===== src/core/hub_cfg_pkg.sv =====
/*
 package for the hub configuration status and strap block.
 assumes a single clk_sys domain at 125 MHz and a synchronous active-low reset.
*/
package hub_cfg_pkg;
   // ==========================================================
   // register map
   localparam logic [7:0] CFG_STATUS_CMD_OFFSET  = 8'hF8;
   localparam logic [7:0] CFG_STATUS_CMD_RESET   = 8'h00;
   localparam int         SOFT_RESET_BIT         = 1;
   localparam int         IN_PROGRESS_BIT        = 0;
   localparam logic [7:0] RESERVED_MASK          = 8'hFC;
   // ==========================================================
   // shadow configuration register
   localparam logic [7:0] USER_CFG_OFFSET        = 8'hF0;
   localparam logic [7:0] USER_CFG_RESET         = 8'h00;
   // ==========================================================
   // strap capture and soft reset timing
   localparam int         STRAP_SETTLE_NS        = 64;
   localparam int         CLK_PERIOD_NS          = 8;
   localparam int         STRAP_SETTLE_CYC       =
      (STRAP_SETTLE_NS + CLK_PERIOD_NS - 1) / CLK_PERIOD_NS;
   localparam int         SOFT_RESET_CYC         = 4;
   localparam int         NUM_PORTS              = 4;
   typedef enum logic [1:0] {
      MODE_IDLE,
      MODE_I2C,
      MODE_SMBUS
   } cfg_mode_t;
endpackage


===== src/core/sync2.sv =====
/*
 two flip-flop synchroniser for a vector of pin levels.
 assumes inputs are asynchronous to clk_sys.
*/
`timescale 1ns/1ps
module sync2 #(
   parameter int W = 1
) (
   // clock and reset
   input  wire logic         clk_sys,
   input  wire logic         resetn,
   // data
   input  wire logic [W-1:0] d,
   output logic      [W-1:0] q
);
   logic [W-1:0] meta_r;
   // ==========================================================
   // two stages
   always_ff @(posedge clk_sys) begin
      if (!resetn) begin
         meta_r <= '0;
         q      <= '0;
      end else begin
         meta_r <= d;
         q      <= meta_r;
      end
   end
endmodule // sync2


===== src/core/strap_latch.sv =====
/*
 captures synchronised strap levels once, a fixed time after reset release.
 assumes straps are stable from before reset release until capture.
*/
`timescale 1ns/1ps
module strap_latch #(
   parameter int W = 1
) (
   // clock and reset
   input  wire logic         clk_sys,
   input  wire logic         resetn,
   // straps
   input  wire logic [W-1:0] strap_sync,
   output logic      [W-1:0] strap_q,
   output logic              strap_valid
);
   logic [7:0] cnt_r;
   // ==========================================================
   // settle counter then latch
   always_ff @(posedge clk_sys) begin
      if (!resetn) begin
         cnt_r       <= '0;
         strap_valid <= 1'b0;
      end else if (!strap_valid) begin
         if (cnt_r == 8'(hub_cfg_pkg::STRAP_SETTLE_CYC)) begin
            strap_valid <= 1'b1;
         end else begin
            cnt_r <= cnt_r + 8'h01;
         end
      end
   end
   always_ff @(posedge clk_sys) begin
      if (!resetn) begin
         strap_q <= '0;
      end else if (!strap_valid && cnt_r == 8'(hub_cfg_pkg::STRAP_SETTLE_CYC)) begin
         strap_q <= strap_sync;
      end
   end
endmodule // strap_latch


===== src/core/hub_config_status_and_straps.sv =====
/*
 configuration status and command register with strap decode for a
 four-port hub. register access comes from the configuration slave logic
 as a simple byte write/read port. straps are asynchronous pins.
*/
`timescale 1ns/1ps
module hub_config_status_and_straps (
   // clock and reset
   input  wire logic       clk_sys,
   input  wire logic       resetn,
   // register access from configuration slave
   input  wire logic       reg_wr,
   input  wire logic       reg_rd,
   input  wire logic [7:0] reg_addr,
   input  wire logic [7:0] reg_wdata,
   output logic      [7:0] reg_rdata,
   // configuration mode from the serial slave
   input  wire logic       cfg_mode_active,
   // strap pins
   input  wire logic       config_interface_select_n,
   input  wire logic       power_switch_polarity_strap,
   input  wire logic       shared_power_switch_strap,
   input  wire logic       full_power_mgmt_strap_n,
   input  wire logic [3:0] port_charge_enable_strap,
   // power request from hub core
   input  wire logic [3:0] port_power_req,
   // outputs
   output logic      [3:0] port_power_enable,
   output logic      [3:0] port_charge_en,
   output logic            shared_power_mode,
   output logic            full_power_mgmt,
   output logic            smbus_mode,
   output logic            upstream_connect_allow,
   output logic            cfg_soft_reset_pulse,
   output logic      [7:0] user_cfg
);
   localparam int NS = 8;
   logic [NS-1:0] strap_sync;
   logic [NS-1:0] strap_q;
   logic          strap_valid;
   logic          soft_rst_r;
   logic [2:0]    soft_cnt_r;
   logic          in_prog_r;
   logic          mode_act_r;
   logic [7:0]    user_cfg_r;
   logic [3:0]    pwr_r;
   logic          wr_status;
   logic          wr_user;
   logic          soft_done;
   hub_cfg_pkg::cfg_mode_t mode_r;
   hub_cfg_pkg::cfg_mode_t mode_nxt;

   // ==========================================================
   // strap synchronisation and capture
   sync2 #(.W(NS)) i_sync2 (
      .clk_sys (clk_sys),
      .resetn  (resetn),
      .d       ({port_charge_enable_strap, full_power_mgmt_strap_n,
                 shared_power_switch_strap, power_switch_polarity_strap,
                 config_interface_select_n}),
      .q       (strap_sync)
   );
   strap_latch #(.W(NS)) i_strap_latch (
      .clk_sys     (clk_sys),
      .resetn      (resetn),
      .strap_sync  (strap_sync),
      .strap_q     (strap_q),
      .strap_valid (strap_valid)
   );

   // ==========================================================
   // strap decode
   always_ff @(posedge clk_sys) begin
      if (!resetn) begin
         smbus_mode        <= 1'b0;
         shared_power_mode <= 1'b0;
         full_power_mgmt   <= 1'b0;
         port_charge_en    <= 4'h0;
      end else if (strap_valid) begin
         smbus_mode        <= ~strap_q[0];
         shared_power_mode <= strap_q[2];
         full_power_mgmt   <= ~strap_q[3];
         port_charge_en    <= strap_q[7:4];
      end
   end

   always_ff @(posedge clk_sys) begin
      if (!resetn) begin
         pwr_r <= 4'h0;
      end else if (shared_power_mode) begin
         pwr_r <= {4{|port_power_req}};
      end else begin
         pwr_r <= port_power_req;
      end
   end

   always_ff @(posedge clk_sys) begin
      if (!resetn) begin
         port_power_enable <= 4'h0;
      end else if (!strap_valid) begin
         port_power_enable <= 4'h0;
      end else if (strap_q[1]) begin
         port_power_enable <= pwr_r;
      end else begin
         port_power_enable <= ~pwr_r;
      end
   end

   // ==========================================================
   // configuration mode tracking
   always_comb begin
      mode_nxt = mode_r;
      unique case (mode_r)
         hub_cfg_pkg::MODE_IDLE: begin
            if (strap_valid && cfg_mode_active) begin
               mode_nxt = smbus_mode ? hub_cfg_pkg::MODE_SMBUS : hub_cfg_pkg::MODE_I2C;
            end
         end
         hub_cfg_pkg::MODE_I2C: begin
            if (!cfg_mode_active) begin
               mode_nxt = hub_cfg_pkg::MODE_IDLE;
            end
         end
         hub_cfg_pkg::MODE_SMBUS: begin
            if (!cfg_mode_active) begin
               mode_nxt = hub_cfg_pkg::MODE_IDLE;
            end
         end
         default: mode_nxt = hub_cfg_pkg::MODE_IDLE;
      endcase
   end

   always_ff @(posedge clk_sys) begin
      if (!resetn) begin
         mode_r     <= hub_cfg_pkg::MODE_IDLE;
         mode_act_r <= 1'b0;
      end else begin
         mode_r     <= mode_nxt;
         mode_act_r <= (mode_nxt != hub_cfg_pkg::MODE_IDLE);
      end
   end

   // ==========================================================
   // register writes
   assign wr_status = reg_wr && (reg_addr == hub_cfg_pkg::CFG_STATUS_CMD_OFFSET);
   assign wr_user   = reg_wr && (reg_addr == hub_cfg_pkg::USER_CFG_OFFSET);
   assign soft_done = soft_rst_r && (soft_cnt_r == 3'(hub_cfg_pkg::SOFT_RESET_CYC - 1));

   // soft reset command bit
   always_ff @(posedge clk_sys) begin
      if (!resetn) begin
         soft_rst_r <= hub_cfg_pkg::CFG_STATUS_CMD_RESET[hub_cfg_pkg::SOFT_RESET_BIT];
         soft_cnt_r <= 3'h0;
      end else if (soft_rst_r) begin
         soft_cnt_r <= soft_cnt_r + 3'h1;
         if (soft_done) begin
            soft_rst_r <= 1'b0;
            soft_cnt_r <= 3'h0;
         end
      end else if (wr_status && reg_wdata[hub_cfg_pkg::SOFT_RESET_BIT]
                   && mode_r == hub_cfg_pkg::MODE_SMBUS) begin
         soft_rst_r <= 1'b1;
      end
   end

   assign cfg_soft_reset_pulse = soft_done;

   // configuration in progress flag
   always_ff @(posedge clk_sys) begin
      if (!resetn) begin
         in_prog_r <= hub_cfg_pkg::CFG_STATUS_CMD_RESET[hub_cfg_pkg::IN_PROGRESS_BIT];
      end else if (soft_done) begin
         in_prog_r <= 1'b1;
      end else if (mode_nxt != hub_cfg_pkg::MODE_IDLE && !mode_act_r) begin
         in_prog_r <= 1'b1;
      end else if (mode_r == hub_cfg_pkg::MODE_I2C && mode_nxt == hub_cfg_pkg::MODE_IDLE) begin
         in_prog_r <= 1'b0;
      end else if (wr_status && reg_wdata[hub_cfg_pkg::IN_PROGRESS_BIT]) begin
         in_prog_r <= 1'b0;
      end
   end

   // shadow configuration register, reloaded by soft reset
   always_ff @(posedge clk_sys) begin
      if (!resetn) begin
         user_cfg_r <= hub_cfg_pkg::USER_CFG_RESET;
      end else if (soft_done) begin
         user_cfg_r <= hub_cfg_pkg::USER_CFG_RESET;
      end else if (wr_user && !soft_rst_r) begin
         user_cfg_r <= reg_wdata;
      end
   end
   assign user_cfg = user_cfg_r;

   // upstream connect gate
   always_ff @(posedge clk_sys) begin
      if (!resetn) begin
         upstream_connect_allow <= 1'b0;
      end else begin
         upstream_connect_allow <= strap_valid && !in_prog_r && !mode_act_r
                                   && !soft_rst_r;
      end
   end

   // ==========================================================
   // register reads
   always_ff @(posedge clk_sys) begin
      if (!resetn) begin
         reg_rdata <= 8'h00;
      end else if (reg_rd) begin
         if (reg_addr == hub_cfg_pkg::CFG_STATUS_CMD_OFFSET) begin
            reg_rdata <= {6'h00, soft_rst_r, in_prog_r};
         end else if (reg_addr == hub_cfg_pkg::USER_CFG_OFFSET) begin
            reg_rdata <= user_cfg_r;
         end else begin
            reg_rdata <= 8'h00;
         end
      end
   end
endmodule // hub_config_status_and_straps


===== config.mk =====
export PLATFORM = sky130hd
export DESIGN_NAME = hub_config_status_and_straps
export DESIGN_NICKNAME = d
export VERILOG_FILES = /design/src/core/hub_cfg_pkg.sv /design/src/core/sync2.sv /design/src/core/strap_latch.sv /design/src/core/hub_config_status_and_straps.sv
export SDC_FILE = /design/constraint.sdc
export NUM_CORES = 1
export LEC_CHECK = 0
export ABC_AREA = 1
export BUFFER_PORTS_ARGS = -buffer_cell sky130_fd_sc_hd__buf_2
export CAP_MARGIN = 15
export CORE_ASPECT_RATIO = 0.6
export CORE_MARGIN = 4
export CORE_UTILIZATION = 35
export DETAILED_ROUTE_END_ITERATION = 10
export GPL_TIMING_DRIVEN = 0
export PLACE_DENSITY = 0.57
export RECOVER_POWER = 100
export SLEW_MARGIN = 20
export SYNTH_ARGS = -nofsm -noshare
export SYNTH_HDL_FRONTEND = slang
export SYNTH_SLANG_ARGS = --single-unit

===== constraint.sdc =====
create_clock -name clk_sys -period 2.2 [get_ports clk_sys]
set_clock_uncertainty 0.2 [all_clocks]
set_input_delay 0.22 -clock clk_sys [delete_from_list [all_inputs] [get_ports clk_sys]]
set_output_delay 0.22 -clock clk_sys [all_outputs]
set_load 0.01 [all_outputs]

* Yosys cells after proc, flatten, opt, wreduce, memory -nomap -nowiden
Index checks and enable logic that the tools add are counted.
** Storage, ports and cells
- Register bits after elaboration :: 73
- Logic and storage cells :: 78
** Operators by class
- Add/sub/neg operators :: 2
- Equal/unequal tests :: 6
- Multiplexer cells :: 18
- Bitwise gates (word level) :: 6
- Reductions and logical operators :: 27
** Operator list (count)
- $eq A8 B8 Y1 const B :: 2
- $mux W8 :: 2
- $logic_and A1 B1 Y1 :: 14
- $mux W1 :: 9
- $add A8 B1 Y8 const B :: 1
- $eq A8 B4 Y1 const B :: 1
- $mux W4 :: 2
- $mux W2 :: 3
- $not A1 Y1 :: 5
- $logic_not A1 Y1 :: 4
- $logic_not A2 Y1 :: 2
- $not A4 Y4 :: 1
- $pmux W2 S2 :: 1
- $reduce_and A2 Y1 :: 2
- $reduce_bool A4 Y1 :: 1
- $reduce_or A2 Y1 :: 2
- $reduce_or A4 Y1 :: 1
- $add A3 B1 Y3 const B :: 1
- $eq A3 B2 Y1 const B :: 1
- $mux W3 :: 1
- $eq A2 B1 Y1 const B :: 1
- $eq A2 B2 Y1 const B :: 1
- $reduce_bool A2 Y1 :: 1

* Depth between registers and ports, before layout
Gate-level depths: netlist of run 1.
- Word-level depth :: 8
- Gate-level depth with buffers :: 12

* Modules after synthesis
A second synthesis of run 1 with hierarchy kept.
** Second synthesis, totals
- Cells, all modules :: 392
- Area, all modules :: 2976.6 um^2
** By module, submodules not included
- hub_config_status_and_straps :: times used 1, cells an instance 224, area an instance 1665.3 um^2, seq. area each 800.8 um^2
- strap_latch :: times used 1, cells an instance 118, area an instance 827.0 um^2, seq. area each 340.3 um^2
- sync2 :: times used 1, cells an instance 50, area an instance 484.2 um^2, seq. area each 320.3 um^2

* Least setup slack after synthesis of run 1
OpenSTA, ideal clock, no wires.
- Kind :: reg2reg
- Start :: register i_strap_latch.cnt_r[0]
- End :: register i_strap_latch.strap_q[5]
- Setup time :: 0.119 ns
- Data arrival time :: 1.224 ns
- Slack :: 0.656 ns
- Stages on the path, launching flop included :: 9
- Buffers on the path :: 1
- Cells stage by stage :: dfxtp_1 inv_1 ha_1 nand2_1 nor3_4 nand3_2 buf_2 o21ai_1 a21oi_1
** On the way
- Cells in the longest elaborated chain, start to end :: 2
** Ends and longest elaborated chain
- start: declaration :: line strap_latch.sv:17 : logic [7:0] cnt_r;
- start signal: assignment :: line strap_latch.sv:28 : cnt_r <= cnt_r + 8'h01;
- $eq A8 B4 Y1 :: line strap_latch.sv:35 : end else if (!strap_valid && cnt_r == 8'(hub_cfg_pkg::STRAP_SETTLE_CYC)) begin
- $logic_and A1 B1 Y1 :: line strap_latch.sv:35
- end signal: assignment :: line strap_latch.sv:36 : strap_q <= strap_sync;
- end: declaration :: line strap_latch.sv:14 : output logic [W-1:0] strap_q,
No other way between the ends.
A chain may end at the register's enable or synchronous reset.

* Worst setup path in the final report of run 1
Same ends and word-level chain as after synthesis.

==> results.toml, run 1 <==
[clock_tree]
cts_sinks = 73
cts_max_level = 3
numCtsBuffers = 9
cts_setup_buffers = 0
cts.repair.resized = 0
clock_latency_ps = 320
cts_tree = "built"
clkTransAtPathRegs_ps = 60
cts_hold_buf = 20
cts_buffer_depth = 2
cts_root_buffer = "clkbuf_16"

[setup_path]
cp_slowest_stage_delay_ps = 310
cp.required_ps = 2190
path_max_fanout = 10
crit_chain = "inv_1 -> ha_1 -> nand2_1 -> nor3_4 -> nand3_2 -> clkbuf_1 -> o21ai_1 -> a21oi_1"
reg2reg_setup_slack_ps = 320
slowest_stage = "dfxtp_1"
crit_arrival_ps = 1880
r2r_start = "i_strap_latch.cnt_r[0]$_SDFFE_PN0P_"
path_buf_inv = 2
r2r-end = "i_strap_latch.strap_q[5]$_SDFFE_PN0P_"
path_delay_family = "buffers and inverters"
cp-start-kind = "flip-flop"
critical_path_class = "flip-flop to flip-flop"
reg2reg_depth = 8
end_kind = "flip-flop"

[routing]
wl_met1_mm = 3.29
routed.top_layer = "met4"
dr_wl_met2_mm = 2.58
viasPerCell = 4.27
wirelength_mm = 6.26
wire_per_inst_microns = 11.0
drt.antenna.violating_nets = 0
drc = 0
num_vias = 2422
first_iter_violations = 109
firstDrtPassIters = 4
wl_met3_microns = 317

[worst_hold_path]
min_path_type = "primary input to flip-flop"
min_path_cells = 3
hold_start = "reg_wr"
hold-path-endpoint = "soft_rst_r$_SDFF_PN0_"

[finish]
layout_commonest_cell = "nand2_1"
utilization_pct = 46.8
syn2layout_area_growth_pct = 29.6
nNetsFinal = 495
drive_above_1_share_pct = 12.2
num_antenna_cells = 0
final_cell_mix = "79 x nand2_1, 73 x dfxtp_1, 56 x inv_1"
fin_cells = 567
nFillCells = 817

[synth]
seq_area_frac_synth_pct = 51.3
yosys_warnings = 0
synth_fp_nets = 403
synth_edf_count = 0
syn_area_sq_um = 2850
synth_top_flop_cell = "dfxtp_1"
syn_inst = 363
ys_ff_latch = 73
synth.distinct_cells = 32
async_flop_share_pct = 0
avgSynthCellArea_sq_um = 7.85

[sta]
relSlewSlack_pct = 58.9
min_period_ps = 1880
worst_slew_pin_slew_ps = 615
fmax_ghz = 0.531
setup_viol = 0
drv_slew = 0
setup_tns_ps = 0
final_hold_viol_count = 0
period_share_pct = 85.6
grt_setup_unrepaired = "false"

[floorplanning]
die_y_microns = 77.9
die_x_microns = 124
coreArea_sq_um = 7880
dieArea_sq_um = 9690
pin_count = 62
num_rows = 25
start_util_pct = 36.1

[grt]
grt_pass1_vias = 2313
grt_overflow = 0
antenna_found_initial = 0
grt_max_degree = 12
grt_pass1_wl_mm = 10.8
track_usage_pct = 13.7

[power]
power.leakage_uw = 0.00170
peakVddDrop_uv = 310
p_per_area_nw_per_um2 = 758

[placed_design]
port_buffers = 61
globalplace.congestion = 0.818
hpwl_mm = 4.58
placed_cells = 532

[flow_run]
max_cap_viol_count = 0

[status]
status = "finished clean"
[power by group]
part | internal [uW] | switching [uW]
clock | 783 | 503
sequential | 1350 | 13.2
combinational | 68.7 | 77.4
total | 2200 | 594
[per-stage QoR]
step	instance area, sq um	setup WS (ps)	hold WS (ps)	total power, uW
floorplan	2850	656	118	1460
global placement	3290	432	198	1510
finish	3690	316	26.7	2800
CTS	3750	374	12.0	2830
global route	3690	161	23.9	2910
detailed placement	3290	441	200	1520
[how the worst max path moves through the flow]
stage                                        startpoint                                    end  slack, ps  cells past startpoint
floorplan           i_strap_latch.cnt_r[0]$_SDFFE_PN0P_  i_strap_latch.strap_q[5]$_SDFFE_PN0P_        660                      8
global placement    i_strap_latch.cnt_r[0]$_SDFFE_PN0P_  i_strap_latch.strap_q[6]$_SDFFE_PN0P_        430                      8
detailed placement  i_strap_latch.cnt_r[0]$_SDFFE_PN0P_  i_strap_latch.strap_q[5]$_SDFFE_PN0P_        440                      8
CTS                          soft_cnt_r[0]$_SDFFE_PN0P_                   cfg_soft_reset_pulse        370                      4
global route        i_strap_latch.cnt_r[0]$_SDFFE_PN0P_  i_strap_latch.strap_q[5]$_SDFFE_PN0P_        160                      8
finish              i_strap_latch.cnt_r[0]$_SDFFE_PN0P_  i_strap_latch.strap_q[5]$_SDFFE_PN0P_        320                      8
[cells by family after synthesis]
kind of cell / share of synthesized area, %
compound gates: 9.57
xor+xnor: 2.15
fa+ha+maj: 3.07
buf+inv: 9.79
flops: 51.3
simple gates: 24.1
[cells in the mapped netlist (4+ instances only)]
cell type,n,share of area [%]
nand2_1,78,10
nand3_1,15,2.6
nor2_1,39,5.1
o21ai_0,17,3.0
buf_2,4,0.70
xor2_1,5,1.5
ha_1,7,3.1
dfxtp_1,73,51
clkbuf_1,5,0.66
a21oi_1,29,5.1
nand4_1,4,0.88
inv_1,55,7.2
[routing by layer]
| layer | track usage, % | vias up |
|---|---|---|
| met5 | 0 | - |
| met4 | 4.27 | 0 |
| met3 | 5.02 | 7 |
| met2 | 20.4 | 48 |
| met1 | 18.4 | 1055 |
| li1 | - | 1312 |
[layout make-up]
class / instances / area (sq um) / area share (%)
Buffer: 11 / 48.8 / 1.32
Multi-Input combinational cell: 220 / 1090 / 29.5
Timing Repair Buffer: 81 / 467 / 12.6
Sequential cell: 73 / 1460 / 39.6
Inverter: 59 / 225 / 6.10
Clock buffer: 12 / 246 / 6.68
Tap cell: 108 / 135 / 3.66
Clock inverter: 3 / 17.5 / 0.475
[sequential cells by signal, indices dropped and copies added, names as in the netlist]
register	count
pwr_r	4
i_sync2.meta_r	8
upstream_connect_allow	1
i_strap_latch.strap_valid	1
soft_rst_r	1
i_strap_latch.strap_q	8
in_prog_r	1
i_strap_latch.cnt_r	8
user_cfg	8
port_power_enable	4
full_power_mgmt	1
i_sync2.q	8
mode_r	2
mode_act_r	1
soft_cnt_r	3
reg_rdata	8
port_charge_en	4
shared_power_mode	1
smbus_mode	1
[worst register-to-register path: stages, from the launching register on]
cell and delay (ps):
dfxtp_1 310, inv_1 150, ha_1 170, nand2_1 90, nor3_4 170, nand3_2 160, clkbuf_1 280, o21ai_1 190
a21oi_1 50
Note: power is estimated with default switching activity, not from simulation.
==> run 2: changes to the inputs <==
--- a/config.mk
+++ b/config.mk
@@ -13,7 +13,6 @@
 export CORE_UTILIZATION = 35
 export DETAILED_ROUTE_END_ITERATION = 10
 export GPL_TIMING_DRIVEN = 0
-export PLACE_DENSITY = 0.57
 export RECOVER_POWER = 100
 export SLEW_MARGIN = 20
 export SYNTH_ARGS = -nofsm -noshare
==> run 2 against run 1 <==
Fmax decreased by 0.56%. Clock power increased by 16%. Highest routed layer unchanged. Setup slack got worse by 11 ps. Hold slack got worse by 13 ps. Power increased by 7.5%. Critical path type unchanged. Non-clock buffer count unchanged. Register-to-register slack about the same. Final cell count unchanged. Largest power group is now the clock network. Sequential power about the same.
==> results.toml, run 2 (synthesis gave the netlist of run 1 again) <==
[sta]
setup_tns_ps = 0
worst_slew_pin_slew_ps = 591
final_hold_viol_count = 0
period_share_pct = 86.1
relSlewSlack_pct = 60.4
setup_viol = 0
fmax_ghz = 0.528
grt_setup_unrepaired = "false"
drv_slew = 0
min_period_ps = 1890

[finish]
nNetsFinal = 495
layout_commonest_cell = "nand2_1"
final_cell_mix = "79 x nand2_1, 73 x dfxtp_1, 56 x inv_1"
syn2layout_area_growth_pct = 30.9
drive_above_1_share_pct = 12.6
utilization_pct = 47.3
num_antenna_cells = 0

[flow_run]
max_cap_viol_count = 0

[grt]
grt_max_degree = 13
grt_pass1_vias = 2372
grt_pass1_wl_mm = 10.9
track_usage_pct = 13.9
grt_overflow = 0
antenna_found_initial = 0

[power]
peakVddDrop_uv = 448
power.leakage_uw = 0.00173
totalPowerFinal_uw = 3000
p_per_area_nw_per_um2 = 806

[clock_tree]
cts_setup_buffers = 0
cts_hold_buf = 20
cts_max_level = 3
cts_tree = "built"
clkTransAtPathRegs_ps = 50
clock_latency_ps = 330
numCtsBuffers = 9
cts_sinks = 73
cts_buffer_depth = 2
cts.repair.resized = 0
cts_root_buffer = "clkbuf_16"

[routing]
wire_per_inst_microns = 11.0
first_iter_violations = 103
drt.antenna.violating_nets = 0
drc = 0
num_vias = 2466
firstDrtPassIters = 4
wirelength_mm = 6.24
viasPerCell = 4.35

[floorplanning]
pin_count = 62
num_rows = 25
start_util_pct = 36.1
die_y_microns = 77.9
dieArea_sq_um = 9690
die_x_microns = 124
coreArea_sq_um = 7880

[setup_path]
cp-start-kind = "flip-flop"
crit_arrival_ps = 1910
path_delay_family = "simple AND/OR/NAND/NOR gates"
slowest_stage = "dfxtp_1"
path_max_fanout = 10
path_buf_inv = 2
cp.required_ps = 2210
cp_slowest_stage_delay_ps = 310
end_kind = "flip-flop"
critical_path_class = "flip-flop to flip-flop"
crit_chain = "inv_1 -> ha_1 -> nand2_1 -> nor3_4 -> nand3_1 -> buf_2 -> o21ai_0 -> a21oi_1"

[placed_design]
globalplace.congestion = 0.812
port_buffers = 61
hpwl_mm = 4.55

[worst_hold_path]
min_path_type = "primary input to flip-flop"

[status]
status = "finished clean"
## run 2: final cells by class
type                            count  area, sq um
Buffer                             11         50.0
Clock buffer                        9          225
Clock inverter                      6         83.8
Fill cell                         812         4150
Inverter                           59          225
Multi-Input combinational cell    220         1080
Sequential cell                    73         1460
Tap cell                          108          135
Timing Repair Buffer               81          468
## run 2: worst min-delay path: cells and delay by family
family	cells	cell delay, ps
AND/OR/NAND/NOR	1	90
buffers and inverters	1	130
AO/OA/AOI/OAI	1	50
## run 2: where the power goes
group	switching, uW	leakage (uW)	internal, uW
sequential	12.9	0.000593	1350
clock	515	0.000155	980
combinational	77.7	0.000986	68.9
## run 2: per-stage QoR
stage	cells	hold slack (ps)	area [sq um]	worst slack [ps]
6_report	567	13.5	3730	305
5_1_grt	567	16.2	3730	144
4_1_cts	567	2.08	3800	373
3_5_place_dp	532	196	3290	426
3_3_place_gp	532	199	3290	447
2_1_floorplan	363	118	2850	656
## run 2: routing by layer
metal	share of wire (%)	track usage [%]
met5	0	0
met4	1.2	5.47
met3	5.3	5.16
met1	51	17.7
met2	42	21.4
## run 2: path summary, 6_finish.rpt
check / cells after the start / slack, ps / endpoint / from
max reg2reg: 8 / 310 / i_strap_latch.strap_q[6]$_SDFFE_PN0P_ / i_strap_latch.cnt_r[0]$_SDFFE_PN0P_
max: 8 / 310 / i_strap_latch.strap_q[6]$_SDFFE_PN0P_ / i_strap_latch.cnt_r[0]$_SDFFE_PN0P_
min: 3 / 10 / soft_rst_r$_SDFF_PN0_ / reg_wr
min reg2reg: 2 / 210 / i_sync2.q[1]$_SDFF_PN0_ / i_sync2.meta_r[1]$_SDFF_PN0_
==> run 3: changes to the inputs <==
==> constraint.sdc (replaced) <==
create_clock -name clk_sys -period 2.2 [get_ports clk_sys]
set_clock_uncertainty 0.2 [all_clocks]
set_input_delay 0.44 -clock clk_sys [delete_from_list [all_inputs] [get_ports clk_sys]]
set_output_delay 0.44 -clock clk_sys [all_outputs]
set_load 0.01 [all_outputs]
==> run 3 against run 2 <==
Core utilization fell by 2.7 points. Non-clock buffer count down 20. Setup slack got worse by 96 ps. Sequential cell count did not move. Combinational power down 20%. Clock power hardly changed. Critical endpoint is now cfg_soft_reset_pulse. Wire length fell by 3.6%. Critical path depth down 4. Hold slack gained 78 ps. Clock-buffer cell count is the same.
==> results.toml, run 3 (synthesis gave the netlist of run 1 again) <==
[floorplanning]
pin_count = 62
start_util_pct = 36.1
num_rows = 25
dieArea_sq_um = 9690
coreArea_sq_um = 7880
die_y_microns = 77.9
die_x_microns = 124

[setup_path]
critical_path_class = "flip-flop to output port"
cp.required_ps = 1560
crit_arrival_ps = 1350
cp-start-kind = "flip-flop"
path_max_fanout = 3
end_kind = "output port"

[clock_tree]
cts_max_level = 3
cts_sinks = 73
clock_latency_ps = 330
cts.repair.resized = 0
cts_root_buffer = "clkbuf_16"
cts_setup_buffers = 0
cts_hold_buf = 0
cts_tree = "built"
clkTransAtPathRegs_ps = 50
cts_buffer_depth = 2
numCtsBuffers = 9

[routing]
num_vias = 2387
viasPerCell = 4.36
drt.antenna.violating_nets = 0
firstDrtPassIters = 4
wirelength_mm = 6.02
first_iter_violations = 77
wire_per_inst_microns = 11.0
drc = 0

[finish]
layout_commonest_cell = "nand2_1"
syn2layout_area_growth_pct = 23.3
drive_above_1_share_pct = 12.8
multiInputGateArea_sq_um = 1070
nFillCells = 834
fin_cells = 547
register_area_sq_um = 1460
final_cell_mix = "79 x nand2_1, 73 x dfxtp_1, 56 x inv_1"
stdcell_area_sq_um = 3510
num_antenna_cells = 0
nNetsFinal = 475

[power]
power.leakage_uw = 0.00164
peakVddDrop_uv = 441
p_per_area_nw_per_um2 = 847

[placed_design]
port_buffers = 61
globalplace.congestion = 0.812
hpwl_mm = 4.55
place_area_sq_um = 3290
placed_cells = 532

[flow_run]
max_cap_viol_count = 0

[sta]
fmax_ghz = 0.502
worst_slew_pin_slew_ps = 579
grt_setup_unrepaired = "false"
final_hold_viol_count = 0
setup_viol = 0
drv_slew = 0
setup_tns_ps = 0
min_period_ps = 1990
relSlewSlack_pct = 61.3
period_share_pct = 90.5

[grt]
grt_pass1_wl_mm = 10.4
track_usage_pct = 13.2
grt_pass1_vias = 2272
antenna_found_initial = 0
grt_max_degree = 13
grt_overflow = 0

[worst_hold_path]
min_path_type = "primary input to flip-flop"

[status]
status = "finished clean"
## run 3: final cells by class
cell class,count,area share [%]
Timing Repair Buffer,61,7.62
Inverter,59,6.41
Buffer,11,1.18
Tap cell,108,3.85
Sequential cell,73,41.6
Clock buffer,9,6.41
Multi-Input combinational cell,220,30.6
Clock inverter,6,2.39
## run 3: worst paths after layout
path | slack (ps) | start | end | depth (start not counted)
max | 210 | soft_cnt_r[0]$_SDFFE_PN0P_ | cfg_soft_reset_pulse | 4
min | 90 | port_charge_enable_strap[2] | i_sync2.meta_r[6]$_SDFF_PN0_ | 3
max reg2reg | 280 | i_strap_latch.cnt_r[0]$_SDFFE_PN0P_ | i_strap_latch.strap_q[5]$_SDFFE_PN0P_ | 8
min reg2reg | 210 | i_sync2.meta_r[1]$_SDFF_PN0_ | i_sync2.q[1]$_SDFF_PN0_ | 2
## run 3: routing by layer
metal  global-route usage, %  wire length [microns]
met3                    5.30                    366
met2                    19.8                   2490
met1                    16.8                   3090
met4                    5.47                     78
met5                       0                      0
## run 3: power breakdown
group / internal, uW / switching (uW)
Clock: 980 / 514
Sequential: 1350 / 12.9
Combinational: 45.7 / 72.1
Total: 2380 / 599
## run 3: metrics by stage
| step | hold slack [ps] | setup WS [ps] | utilization, % | total power (uW) |
|---|---|---|---|---|
| global placement | 199 | 447 | 41.7 | 1510 |
| finish | 91.5 | 209 | 44.6 | 2970 |
| global route | 86.9 | 51.3 | 44.6 | 3100 |
| detailed placement | 196 | 426 | 41.7 | 1520 |
| floorplan | 190 | 656 | - | 1460 |
| CTS | 78.7 | 153 | 45.7 | 3020 |
## run 3: worst max-delay path: stages (launching register included)
cell	delay, ps
dfxtp_1	340
ha_1	160
nand2_1	70
nor2_1	260
clkbuf_1	190
